## src/hdl/rtd_pkg.sv

```systemverilog
package rtd_pkg;

   // ***************************************************
   // Opcodes of the transfer group
   // ***************************************************
   localparam logic [9:0] OP_TMR1     = 10'h24b;
   localparam logic [9:0] OP_TMR2     = 10'h24c;
   localparam logic [9:0] OP_TMR3     = 10'h24d;
   localparam logic [9:0] OP_TMR4     = 10'h24e;
   localparam logic [9:0] OP_TMR5     = 10'h24f;
   localparam logic [9:0] OP_IDX_ACC  = 10'h053;
   localparam logic [9:0] OP_ACC_HIGH = 10'h00e;
   localparam logic [9:0] OP_ACC_PTR  = 10'h029;
   localparam logic [9:0] OP_PAIR     = 10'h01a;
   localparam logic [9:0] OP_PORT0    = 10'h228;
   localparam logic [9:0] OP_PORT1    = 10'h229;
   localparam logic [9:0] OP_PORT2    = 10'h22a;
   localparam logic [9:0] OP_PORT3    = 10'h22b;

   // ***************************************************
   // Register map, byte addresses
   // ***************************************************
   localparam logic [5:0] ADR_ACC    = 6'h00;
   localparam logic [5:0] ADR_HIGH   = 6'h04;
   localparam logic [5:0] ADR_PTR    = 6'h08;
   localparam logic [5:0] ADR_BYTE   = 6'h0c;
   localparam logic [5:0] ADR_PORT   = 6'h10;
   localparam logic [5:0] ADR_CTRL   = 6'h14;
   localparam logic [5:0] ADR_STATUS = 6'h18;

   localparam int         CTRL_EN_BIT  = 0;
   localparam logic       CTRL_EN_RST  = 1'b1;
   localparam int         STAT_HIT_BIT = 0;
   localparam int         STAT_MISS_BIT = 1;
   localparam logic [3:0] ACC_RST     = 4'h0;
   localparam logic [1:0] ZERO2       = 2'h0;
   localparam logic [0:0] ZERO1       = 1'h0;

   // ***************************************************
   // Carriers
   // ***************************************************
   typedef struct packed {
      logic [3:0] tc5;
      logic [3:0] tc4;
      logic [3:0] tc3;
      logic [3:0] tc2;
      logic [3:0] tc1;
   } rtd_timer_ctl_type;

   typedef struct packed {
      logic [3:0] ps3;
      logic [3:0] ps2;
      logic [3:0] ps1;
      logic [3:0] ps0;
   } rtd_port_struct_type;

   localparam rtd_port_struct_type PORT_RST = 16'h0000;

   typedef enum logic [1:0] {
      RTD_CLS_NONE,
      RTD_CLS_ACC,
      RTD_CLS_OTHER
   } rtd_class_type;

endpackage

```

## src/hdl/rtd_decode.sv

```systemverilog
// Function
// - Opcode 0x24b copies timer control 1 into the accumulator.
// - Opcode 0x24c copies timer control 2 into the accumulator, nothing else.
// - Opcode 0x24d copies timer control 3 into the accumulator, nothing else.
// - Opcode 0x24e copies timer control 4 into the accumulator.
// - Opcode 0x053 puts the two index bits into accumulator bits 1 and 0.
// - Index-to-accumulator transfer forces accumulator bits 3 and 2 to zero.
// - Opcode 0x00e copies the accumulator into the high nibble register.
// - Opcode 0x029 copies accumulator bits 2..0 into the pointer register.
// - Opcode 0x01a loads byte register: high nibble over accumulator.
// - Opcodes 0x228..0x22b load the accumulator into port structure 0..3.
module rtd_decode
   import rtd_pkg::*;
(
   input  wire logic                clk_in,
   input  wire logic                rst_in,
   input  wire logic                instr_valid_in,
   input  wire logic [9:0]          instr_in,
   input  wire rtd_timer_ctl_type   timer_ctl_in,
   input  wire logic [1:0]          index_in,
   input  wire logic [5:0]          avs_address_in,
   input  wire logic                avs_read_in,
   input  wire logic                avs_write_in,
   input  wire logic [31:0]         avs_writedata_in,
   input  wire logic [3:0]          avs_byteenable_in,
   output logic [31:0]              avs_readdata_out,
   output logic                     avs_waitrequest_out,
   output logic [3:0]               acc_out,
   output logic [3:0]               high_nibble_out,
   output logic [2:0]               pointer_out,
   output logic [7:0]               byte_reg_out,
   output rtd_port_struct_type      port_struct_out,
   output logic                     done_out,
   output logic                     carry_we_out,
   output logic                     skip_out
);

   // ***************************************************
   // Decode
   // ***************************************************
   function automatic rtd_class_type op_class(input logic [9:0] op);
      if ((op >= OP_TMR1 && op <= OP_TMR5) || op == OP_IDX_ACC)
         return RTD_CLS_ACC;
      else if (op == OP_ACC_HIGH || op == OP_ACC_PTR || op == OP_PAIR
               || (op >= OP_PORT0 && op <= OP_PORT3))
         return RTD_CLS_OTHER;
      else
         return RTD_CLS_NONE;
   endfunction

   logic                ctrl_en_r;
   logic [3:0]          acc_r;
   logic [3:0]          acc_nxt;
   logic [3:0]          high_r;
   logic [2:0]          ptr_r;
   logic [7:0]          byte_r;
   rtd_port_struct_type port_r;
   rtd_port_struct_type port_nxt;
   logic                done_r;
   logic                hit_r;
   logic                miss_r;
   logic                wait_r;
   logic [31:0]         rdata_r;

   wire                 exec      = instr_valid_in & ctrl_en_r;
   wire rtd_class_type  cls       = op_class(instr_in);
   wire                 hit       = exec && (cls != RTD_CLS_NONE);
   wire                 acc_load  = exec && (cls == RTD_CLS_ACC);
   wire                 op_high   = exec && (instr_in == OP_ACC_HIGH);
   wire                 op_ptr    = exec && (instr_in == OP_ACC_PTR);
   wire                 op_pair   = exec && (instr_in == OP_PAIR);
   wire                 op_port0  = exec && (instr_in == OP_PORT0);
   wire                 op_port1  = exec && (instr_in == OP_PORT1);
   wire                 op_port2  = exec && (instr_in == OP_PORT2);
   wire                 op_port3  = exec && (instr_in == OP_PORT3);

   // ***************************************************
   // Bus decode
   // ***************************************************
   wire                 bus_req   = avs_read_in | avs_write_in;
   wire                 bus_go    = bus_req & ~wait_r;
   wire                 wr_lane0  = bus_go & avs_write_in & avs_byteenable_in[0];
   wire                 sw_acc_wr = wr_lane0 && (avs_address_in == ADR_ACC);
   wire                 sw_ctl_wr = wr_lane0 && (avs_address_in == ADR_CTRL);

   // Instruction result is selected here; a bus write to the accumulator in
   // the same cycle loses, so the core never sees a half-done transfer
   always_comb begin
      acc_nxt = acc_r;
      if (sw_acc_wr) begin
         acc_nxt = avs_writedata_in[3:0];
      end
      unique case (instr_in)
         OP_TMR1:    if (acc_load) acc_nxt = timer_ctl_in.tc1;
         OP_TMR2:    if (acc_load) acc_nxt = timer_ctl_in.tc2;
         OP_TMR3:    if (acc_load) acc_nxt = timer_ctl_in.tc3;
         OP_TMR4:    if (acc_load) acc_nxt = timer_ctl_in.tc4;
         OP_TMR5:    if (acc_load) acc_nxt = timer_ctl_in.tc5;
         OP_IDX_ACC: if (acc_load) acc_nxt = {ZERO2, index_in};
         default:    ;
      endcase
   end

   always_comb begin
      port_nxt = port_r;
      if (op_port0) port_nxt.ps0 = acc_r;
      if (op_port1) port_nxt.ps1 = acc_r;
      if (op_port2) port_nxt.ps2 = acc_r;
      if (op_port3) port_nxt.ps3 = acc_r;
   end

   // ***************************************************
   // Core register updates
   // ***************************************************
   always_ff @(posedge clk_in) begin
      if (rst_in) begin
         acc_r  <= ACC_RST;
         high_r <= ACC_RST;
         ptr_r  <= 3'h0;
         byte_r <= 8'h00;
         port_r <= PORT_RST;
      end else begin
         acc_r  <= acc_nxt;
         port_r <= port_nxt;
         if (op_high) high_r <= acc_r;
         if (op_ptr)  ptr_r  <= acc_r[2:0];
         if (op_pair) byte_r <= {high_r, acc_r};
      end
   end

   // Every transfer retires in the cycle after it is presented while the control enable bit is set
   always_ff @(posedge clk_in) begin
      if (rst_in) begin
         done_r <= 1'b0;
         hit_r  <= 1'b0;
         miss_r <= 1'b0;
      end else begin
         done_r <= hit;
         if (exec) begin
            hit_r  <= hit;
            miss_r <= ~hit;
         end
      end
   end

   // ***************************************************
   // Avalon slave: one wait state on every access
   // ***************************************************
   logic [31:0] rd_mux;
   always_comb begin
      rd_mux = 32'h0000_0000;
      unique case (avs_address_in)
         ADR_ACC:    rd_mux[3:0]  = acc_r;
         ADR_HIGH:   rd_mux[3:0]  = high_r;
         ADR_PTR:    rd_mux[2:0]  = ptr_r;
         ADR_BYTE:   rd_mux[7:0]  = byte_r;
         ADR_PORT:   rd_mux[15:0] = port_r;
         ADR_CTRL:   rd_mux[CTRL_EN_BIT] = ctrl_en_r;
         ADR_STATUS: begin
            rd_mux[STAT_HIT_BIT]  = hit_r;
            rd_mux[STAT_MISS_BIT] = miss_r;
         end
         default:    rd_mux = 32'h0000_0000;
      endcase
   end

   always_ff @(posedge clk_in) begin
      if (rst_in) begin
         wait_r    <= 1'b1;
         rdata_r   <= 32'h0000_0000;
         ctrl_en_r <= CTRL_EN_RST;
      end else begin
         wait_r <= ~(bus_req & wait_r);
         if (bus_req & wait_r & avs_read_in) rdata_r <= rd_mux;
         if (sw_ctl_wr) ctrl_en_r <= avs_writedata_in[CTRL_EN_BIT];
      end
   end

   assign avs_readdata_out    = rdata_r;
   assign avs_waitrequest_out = wait_r;
   assign acc_out             = acc_r;
   assign high_nibble_out     = high_r;
   assign pointer_out         = ptr_r;
   assign byte_reg_out        = byte_r;
   assign port_struct_out     = port_r;
   assign done_out            = done_r;

   // Group never writes carry nor requests a skip; held in flops for timing
   logic zero_r;
   always_ff @(posedge clk_in) begin
      zero_r <= ZERO1;
   end
   assign carry_we_out = zero_r;
   assign skip_out     = zero_r;

   // ***************************************************
   // Checks
   // ***************************************************
   property p_tmr1;
      @(posedge clk_in) disable iff (rst_in)
      (exec && instr_in == OP_TMR1) |=> acc_out == $past(timer_ctl_in.tc1);
   endproperty
   a_tmr1: assert property (p_tmr1) else $error("acc not loaded from tc1");

   property p_tmr2;
      @(posedge clk_in) disable iff (rst_in)
      (exec && instr_in == OP_TMR2)
         |=> acc_out == $past(timer_ctl_in.tc2) && $stable(high_nibble_out)
             && $stable(pointer_out) && $stable(byte_reg_out);
   endproperty
   a_tmr2: assert property (p_tmr2) else $error("tc2 read wrong");

   property p_tmr3;
      @(posedge clk_in) disable iff (rst_in)
      (exec && instr_in == OP_TMR3)
         |=> acc_out == $past(timer_ctl_in.tc3) && $stable(port_struct_out);
   endproperty
   a_tmr3: assert property (p_tmr3) else $error("tc3 read wrong");

   property p_tmr4;
      @(posedge clk_in) disable iff (rst_in)
      (exec && instr_in == OP_TMR4) |=> acc_out == $past(timer_ctl_in.tc4);
   endproperty
   a_tmr4: assert property (p_tmr4) else $error("acc not loaded from tc4");

   property p_tmr5;
      @(posedge clk_in) disable iff (rst_in)
      (exec && instr_in == OP_TMR5) |=> acc_out == $past(timer_ctl_in.tc5);
   endproperty
   a_tmr5: assert property (p_tmr5) else $error("acc not loaded from tc5");

   property p_idx_low;
      @(posedge clk_in) disable iff (rst_in)
      (exec && instr_in == OP_IDX_ACC) |=> acc_out[1:0] == $past(index_in);
   endproperty
   a_idx_low: assert property (p_idx_low) else $error("index bits wrong");

   property p_idx_high;
      @(posedge clk_in) disable iff (rst_in)
      (exec && instr_in == OP_IDX_ACC) |=> acc_out[3:2] == ZERO2;
   endproperty
   a_idx_high: assert property (p_idx_high) else $error("upper acc not zero");

   property p_high;
      @(posedge clk_in) disable iff (rst_in)
      (exec && instr_in == OP_ACC_HIGH && !sw_acc_wr)
         |=> high_nibble_out == $past(acc_out) && $stable(acc_out);
   endproperty
   a_high: assert property (p_high) else $error("high nibble copy wrong");

   property p_ptr;
      @(posedge clk_in) disable iff (rst_in)
      (exec && instr_in == OP_ACC_PTR) |=> pointer_out == $past(acc_out[2:0]);
   endproperty
   a_ptr: assert property (p_ptr) else $error("pointer copy wrong");

   property p_pair;
      @(posedge clk_in) disable iff (rst_in)
      (exec && instr_in == OP_PAIR)
         |=> byte_reg_out == {$past(high_nibble_out), $past(acc_out)};
   endproperty
   a_pair: assert property (p_pair) else $error("byte register wrong");

   property p_port;
      @(posedge clk_in) disable iff (rst_in)
      (exec && instr_in == OP_PORT3) ##1 (exec && instr_in == OP_PORT0)
         |=> port_struct_out.ps3 == $past(acc_out, 2)
             && port_struct_out.ps0 == $past(acc_out);
   endproperty
   a_port: assert property (p_port) else $error("port structure load wrong");

   property p_one_cycle;
      @(posedge clk_in) disable iff (rst_in)
      hit |=> done_out && !carry_we_out && !skip_out ##1 (done_out == $past(hit));
   endproperty
   a_one_cycle: assert property (p_one_cycle) else $error("retire timing wrong");

   property p_port0;
      @(posedge clk_in) disable iff (rst_in)
      (exec && instr_in == OP_PORT0) |=> port_struct_out.ps0 == $past(acc_out);
   endproperty
   a_port0: assert property (p_port0) else $error("port structure 0 wrong");

   property p_port1;
      @(posedge clk_in) disable iff (rst_in)
      (exec && instr_in == OP_PORT1) |=> port_struct_out.ps1 == $past(acc_out);
   endproperty
   a_port1: assert property (p_port1) else $error("port structure 1 wrong");

   property p_port2;
      @(posedge clk_in) disable iff (rst_in)
      (exec && instr_in == OP_PORT2) |=> port_struct_out.ps2 == $past(acc_out);
   endproperty
   a_port2: assert property (p_port2) else $error("port structure 2 wrong");

   property p_port3;
      @(posedge clk_in) disable iff (rst_in)
      (exec && instr_in == OP_PORT3) |=> port_struct_out.ps3 == $past(acc_out);
   endproperty
   a_port3: assert property (p_port3) else $error("port structure 3 wrong");

   // Bus writes to the accumulator are left out: they may land in the same cycle
   property p_port_keep;
      @(posedge clk_in) disable iff (rst_in)
      (exec && instr_in >= OP_PORT0 && instr_in <= OP_PORT3 && !sw_acc_wr)
         |=> $stable(acc_out) && $stable(high_nibble_out);
   endproperty
   a_port_keep: assert property (p_port_keep) else $error("port load disturbed core");

   property p_ptr_keep;
      @(posedge clk_in) disable iff (rst_in)
      (exec && instr_in == OP_ACC_PTR && !sw_acc_wr)
         |=> $stable(acc_out) && $stable(high_nibble_out);
   endproperty
   a_ptr_keep: assert property (p_ptr_keep) else $error("pointer copy disturbed acc");

   property p_pair_keep;
      @(posedge clk_in) disable iff (rst_in)
      (exec && instr_in == OP_PAIR && !sw_acc_wr)
         |=> $stable(acc_out) && $stable(high_nibble_out) && $stable(pointer_out);
   endproperty
   a_pair_keep: assert property (p_pair_keep) else $error("byte load disturbed core");

   property p_high_keep;
      @(posedge clk_in) disable iff (rst_in)
      (exec && instr_in == OP_ACC_HIGH)
         |=> $stable(pointer_out) && $stable(byte_reg_out) && $stable(port_struct_out);
   endproperty
   a_high_keep: assert property (p_high_keep) else $error("high copy disturbed core");

   property p_idx_keep;
      @(posedge clk_in) disable iff (rst_in)
      (exec && instr_in == OP_IDX_ACC)
         |=> $stable(high_nibble_out) && $stable(pointer_out) && $stable(port_struct_out);
   endproperty
   a_idx_keep: assert property (p_idx_keep) else $error("index move disturbed core");

   property p_no_flags;
      @(posedge clk_in) disable iff (rst_in)
      !carry_we_out && !skip_out;
   endproperty
   a_no_flags: assert property (p_no_flags) else $error("carry or skip raised");

   property p_idle_done;
      @(posedge clk_in) disable iff (rst_in)
      !instr_valid_in |=> !done_out;
   endproperty
   a_idle_done: assert property (p_idle_done) else $error("retire without opcode");

   property p_disabled;
      @(posedge clk_in) disable iff (rst_in)
      (instr_valid_in && !ctrl_en_r && !sw_acc_wr)
         |=> $stable(acc_out) && !done_out;
   endproperty
   a_disabled: assert property (p_disabled) else $error("disabled core executed");

endmodule // rtd_decode

```

## config.mk

```make
export PLATFORM = sky130hd
export DESIGN_NAME = rtd_decode
export DESIGN_NICKNAME = d
export VERILOG_FILES = /design/src/hdl/rtd_pkg.sv /design/src/hdl/rtd_decode.sv
export SDC_FILE = /design/constraint.sdc
export NUM_CORES = 1
export LEC_CHECK = 0
export ABC_CLOCK_PERIOD_IN_PS = 4450
export BUFFER_PORTS_ARGS = -buffer_cell sky130_fd_sc_hd__buf_2
export CAP_MARGIN = 15
export CORE_MARGIN = 3
export CORE_UTILIZATION = 49
export CTS_CLUSTER_DIAMETER = 40
export CTS_CLUSTER_SIZE = 24
export DETAILED_ROUTE_END_ITERATION = 12
export GPL_TIMING_DRIVEN = 0
export PLACE_DENSITY = 0.95
export SLEW_MARGIN = 20
export SYNTH_ARGS = -nofsm -noshare
export SYNTH_HDL_FRONTEND = slang
export SYNTH_SLANG_ARGS = --single-unit
```

## constraint.sdc

```tcl
create_clock -name clk_in -period 4.45 [get_ports clk_in]
set_clock_uncertainty 0.05 [all_clocks]
set_input_delay 0.445 -clock clk_in [delete_from_list [all_inputs] [get_ports clk_in]]
set_output_delay 0.445 -clock clk_in [all_outputs]
set_load 0.02 [all_outputs]
```

# Word level (Yosys, flattened, before mapping)

Cells that the tools add are included.

Register bits after elaboration: 56
Bits of input ports: 79
Output and inout bits: 71
Logic and storage cells: 83

Magnitude comparators: 4
Eq/ne operators: 20
Muxes and demuxes: 16
Bitwise gates (word level): 10
Reductions and logical operators: 19

Operators by type and width:

| kind                                                       | count |
|---|---|
| == test 10 bit (second input constant)                     | 9 |
| two-way mux 4 bit                                          | 7 |
| one-hot mux 4 bit (6 select lines)                         | 1 |
| greater-or-equal comparator 10 bit (second input constant) | 2 |
| <= comparator 10 bit (second input constant)               | 2 |
| == test 6 x 5 -> 1 bit (second input constant)             | 3 |
| logical AND 1 bit                                          | 13 |
| == test 6 x 4 -> 1 bit (second input constant)             | 2 |
| == test 10 x 4 -> 1 bit (second input constant)            | 1 |
| == test 10 x 5 -> 1 bit (second input constant)            | 1 |
| == test 10 x 6 -> 1 bit (second input constant)            | 1 |
| == test 10 x 7 -> 1 bit (second input constant)            | 1 |
| two-way mux 8 bit                                          | 1 |
| one-hot mux 4 bit (2 select lines)                         | 1 |
| one-hot mux 1 bit (7 select lines)                         | 1 |
| bitwise AND 1 bit                                          | 6 |
| == test 6 x 3 -> 1 bit (second input constant)             | 1 |
| zero test 6 bit                                            | 1 |
| one-hot mux 1 bit (6 select lines)                         | 1 |
| one-hot mux 1 bit (5 select lines)                         | 1 |
| logical OR 1 bit                                           | 4 |
| two-way mux 2 bit                                          | 2 |
| one-hot mux 1 bit (4 select lines)                         | 1 |
| inverter 1 bit                                             | 3 |
| other kinds (3)                                            | 3 |

# Logic depth before layout (Yosys ltp)

Word-level depth: 10
Gate-level depth with buffers: 6
Mapped depth without buffers: 4

# Worst setup path before layout

No wires, ideal clock.

Kind: input-to-reg
From: input port instr_in[9]
To: register acc_r[0], in the netlist acc_out[0]
Library setup time: 88 ps
Data arrival time: 1,809 ps
Required time: 4,312 ps
Setup slack: 2,503 ps
Cell stages on the path: 4
Path buffers: 0
Path through: or4b_4 -> o22a_1 -> or3_1 -> o32ai_2

Longest elaborated chain between the ends: 10
Elaborated cells on any way between the ends: 30
Classes of those cells: order compare (4); eq/ne (10); mux (9); reduce/logical (7)

Ends and longest elaborated chain:

| what                                                                                       | RTL line          | source |
|---|---|---|
| start, declared                                                                            | rtd_decode.sv:18  | `input wire logic [9:0] instr_in,` |
| parallel branches: the longest is 9 deep, another holds greater-or-equal comparator 10 bit | n/a               |  |
| one-hot mux 4 bit (6 select lines) (*)                                                     | rtd_decode.sv:93  | `unique case (instr_in)` |
| end signal, assigned                                                                       | rtd_decode.sv:123 | `acc_r <= acc_nxt;` |
| end, declared                                                                              | rtd_decode.sv:52  | `logic [3:0] acc_r;` |

Every way passes the cells marked *.
A chain may end at the register's enable or synchronous reset.

# Worst setup path after layout

From: input port avs_address_in[1]
To: register rdata_r[10], in the netlist avs_readdata_out[10]

Longest elaborated chain between the ends: 2

Ends and longest elaborated chain:

| what                   | RTL line          | source |
|---|---|---|
| start, declared        | rtd_decode.sv:21  | `input wire logic [5:0] avs_address_in,` |
| == test 6 x 5 -> 1 bit | rtd_decode.sv:152 | `unique case (avs_address_in)` |
| two-way mux 8 bit      | rtd_decode.sv:152 |  |
| end signal, assigned   | rtd_decode.sv:174 | `if (bus_req & wait_r & avs_read_in) rdata_r <= rd_mux;` |
| end, declared          | rtd_decode.sv:63  | `logic [31:0] rdata_r;` |

No other way between the ends.

==> run summary <==
* **result of the run** completed
* **maximum number of pins on one net before global-route repair** 18
* **area of the die** 0.00682 sq mm
* **commonest cells after routing, fill and taps aside** buf_2 (100), dfxtp_1 (56), mux2i_1 (43)
* **element type at the critical path end** flip-flop
* **worst r2r dst** port_struct_out[9]$_SDFFE_PP0P_
* **post-detail-place hpwl** 6.24 mm
* **count of hold buffers inserted by post-cts repair** 0
* **worst vdd ir** 173 uV
* **Top FF cell, synth** dfxtp_1
* **total overflow reported by the global router** 0
* **number of antenna violations at the first check in global routing** 0
* **Starting DRT DRC Count** 255
* **element type at the critical path start** input pin
* **portion of the post-synthesis area used by sequential elements** 39.0%
* **DRC viols** 0
* **post-synthesis instance total** 313
* **minimum clock period after layout** 1.98 ns
* **Slew HR** 46.6%
* **number of library cell types mapped by synthesis** 49
* **number of global-route vias before repair** 2610
* **leakage power** 1.65 nW
* **CTS clk-pin slew, worst paths** 0.11 ns
* **final hold viol count** 0
* **clock latency on the worst-skew pair** 0.31 ns
* **number of buffers on the longest clock path** 2
* **total global routing track utilization** 24.0%
* **post_cts resized** 0
* **net switching power figure** 0.254 mW
* **average wire per cell in the routed design** 16.1 um
* **power share of the combinational group** 14.7%
* **fin area** 0.00361 sq mm
* **total number of yosys warnings** 0
* **top-area cell type share of the netlist area** 39.0%
* **number of buffers added on ports** 98
* **weighted congestion reported at the end of routability-driven placement** 0.908
* **post-layout net count** 514
* **total wire length after detailed routing** 8.17 mm
* **startpoint of the worst-slack reg-to-reg timing path** ctrl_en_r$_SDFFE_PP1P_
* **detailed-route via count** 2828
* **post-detailed-route via-to-cell ratio** 5.57
* **Data required, critical path** 4.63 ns
* **first drt pass iteration count** 5
* **hold path depth** 2
* **final critical-path share of the clock period** 44.5%
* **fraction of registers with async set/reset** 0%
* **RSZ-0062 raised after global routing** false
* **Max H-tree Level** 2
* **flop and latch count out of synthesis** 56
* **Post-CTS Setup Bufs** 0
* **number of cell instances on the worst register-to-register path** 6
* **Crit Path Max Fanout** 10
* **layout cells sized above 1** 31.7%
* **Buf/Inv on CP** 2
* **post-placement cell area** 0.00352 sq mm
* **worst reg-to-reg setup slack** 2.54 ns
* **total met2 wirelength after detailed routing** 3.96 mm
* **sum of negative setup slack** 0 ns
* **detailed-route wire length on metal 1** 3.25 mm
* **area of the core** 0.00557 sq mm
* **Initial Util** 51.5%
* **Site Rows** 27
* **Antenna Nets Post-Route** 0
* **first-pass GRT wire length** 12.6 mm
* **CTS root buffer** clkbuf_8
* **share of total power in sequential cells** 54.2%
* **Int Power** 0.690 mW
* **transition time of the tightest slew-check pin** 0.790 ns
* **top area cells in the synthesized netlist** dfxtp_1 (39%), mux2i_1 (15%), buf_4 (4.7%)
* **endpoint of the worst hold path** avs_waitrequest_out$_SDFF_PP1_
* **height of the chip** 82.6 um
* **number of synthesized flops with an enable pin** 0
* **Top Family by Delay on Critical Path** simple AND/OR/NAND/NOR gates
* **power density over cell area** 261 mW/mm^2
* **Net Sw Frac** 26.9%
* **# setup viols final** 0
* **cell accounting for the most synthesized area** dfxtp_1
* **growth of design area from synthesis to finish** 25.8%
* **top metal layer carrying routed signals** met4
* **horizontal extent of the die** 82.6 um
* **number of buffers added by the clock tree synthesis step** 5
* **Most Frequent Cell on Critical Path** buf_2
* **Worst Hold Class** input pin to flip-flop
* **FMAX** 505 MHz
* **mean post-synth cell area** 9.18 sq um
* **I/O pin total** 150
* **most common library cell in the layout ignoring fill and taps** buf_2
* **maxcap violations** 0
* **power share of the clock group** 31.1%
* **met3 layer wire length in the routed design** 748 um
* **clock tree from TritonCTS** yes
* **critical-path cell with the highest stage delay** or4_1
* **final antenna diode count** 0
* **worst setup path class** input pin to flip-flop
* **cell chain of the critical path** buf_2 -> or4_1 -> nor3_1 -> buf_2 -> nand3_1 -> a21oi_1
* **post-synth design cell area** 0.00287 sq mm
* **clk sinks** 56
* **data arrival time of the critical path** 2.16 ns
* **Largest stage delay, worst path** 0.64 ns
* **Max Slew Vio Count** 0
* **hold_sp** avs_read_in
## area by class of cell
type / count / area [sq um]
Multi-Input combinational cell: 234 / 1600
Inverter: 3 / 11.3
Tap cell: 72 / 90.1
Timing Repair Buffer: 98 / 490
Clock inverter: 2 / 13.8
Sequential cell: 56 / 1120
Buffer: 37 / 209
Fill cell: 442 / 1960
Clock buffer: 6 / 82.6
## layer usage
metal / vias to the layer above / global-route usage (%)
met5: - / 0
met4: 0 / 6.05
met3: 22 / 4.56
met2: 157 / 42.1
met1: 1306 / 30.2
li1: 1343 / -
## worst max-delay path by stage
stage	depth (start not counted)	endpoint	slack, ns	start
3_3_place_gp	5	byte_reg_out[5]$_SDFFE_PP0P_	2.18	instr_in[9]
4_1_cts	5	byte_reg_out[1]$_SDFFE_PP0P_	2.47	instr_in[9]
6_report	6	avs_readdata_out[10]$_SDFFE_PP0P_	2.47	avs_address_in[1]
3_5_place_dp	5	byte_reg_out[0]$_SDFFE_PP0P_	2.14	instr_in[9]
2_1_floorplan	4	acc_out[0]$_SDFF_PP0_	2.50	instr_in[9]
5_1_grt	5	acc_out[0]$_SDFF_PP0_	2.31	instr_in[8]
## synthesized netlist by cell type (3+ instances only)
master	number
dfxtp_1	56
mux2i_1	43
nand2_1	36
nor2_1	26
buf_4	18
a21oi_1	16
clkbuf_1	15
nand3_1	10
o21ai_0	10
a221oi_1	6
nand3b_1	5
nor3_1	5
nor4b_1	5
mux4_2	4
o22ai_1	4
inv_1	3
nand4_1	3
nor4_4	3
or3_1	3
## power groups by stage
stage / sequential, mW / combinational, mW / clock, mW
finish: 0.512 / 0.139 / 0.294
detailed placement: 0.523 / 0.136 / 0
floorplan: 0.530 / 0.0818 / 0
global route: 0.512 / 0.152 / 0.318
global placement: 0.523 / 0.132 / 0
CTS: 0.511 / 0.137 / 0.294
## kinds of logic (layout without fill, tap and decap cells)
| group | Yosys count | in the layout | synth area share, % |
|---|---|---|---|
| and+or+nand+nor | 117 | 117 | 23.0 |
| xor gates and xnor gates | 1 | 1 | 0.305 |
| buffers and inverters | 40 | 146 | 7.67 |
| other | 1 | 18 | 0.131 |
| DFF | 56 | 56 | 39.0 |
| AOI/OAI and AO/OA | 51 | 51 | 11.8 |
| muxes | 47 | 47 | 18.1 |
## metrics by stage
stage / hold slack [ns] / power [mW] / instances / util [%] / worst slack [ns]
after floorplan: 0.428 / 0.612 / 330 / - / 2.50
after global placement: 0.376 / 0.655 / 500 / 63.1 / 2.18
after detailed placement: 0.385 / 0.659 / 500 / 63.1 / 2.14
after CTS: 0.297 / 0.943 / 508 / 64.8 / 2.47
after global routing: 0.307 / 0.982 / 508 / 64.8 / 2.31
final: 0.294 / 0.944 / 508 / 64.8 / 2.47
## registers in the layout (all words and copies together) (netlist names)
signal and count:
avs_waitrequest_out 1, pointer_out 3, acc_out 4, port_struct_out 16
miss_r 1, high_nibble_out 4, ctrl_en_r 1, hit_r 1
avs_readdata_out 16, done_out 1, byte_reg_out 8
## worst register-to-register path, delay by kind of cell, from the launching register on
kind	cells	cell delay, ns
buffers and inverters	2	0.42
flip-flops	1	0.42
multiplexers	1	0.15
AND/OR/NAND/NOR	3	0.75
(Power assumes the default switching activity.)
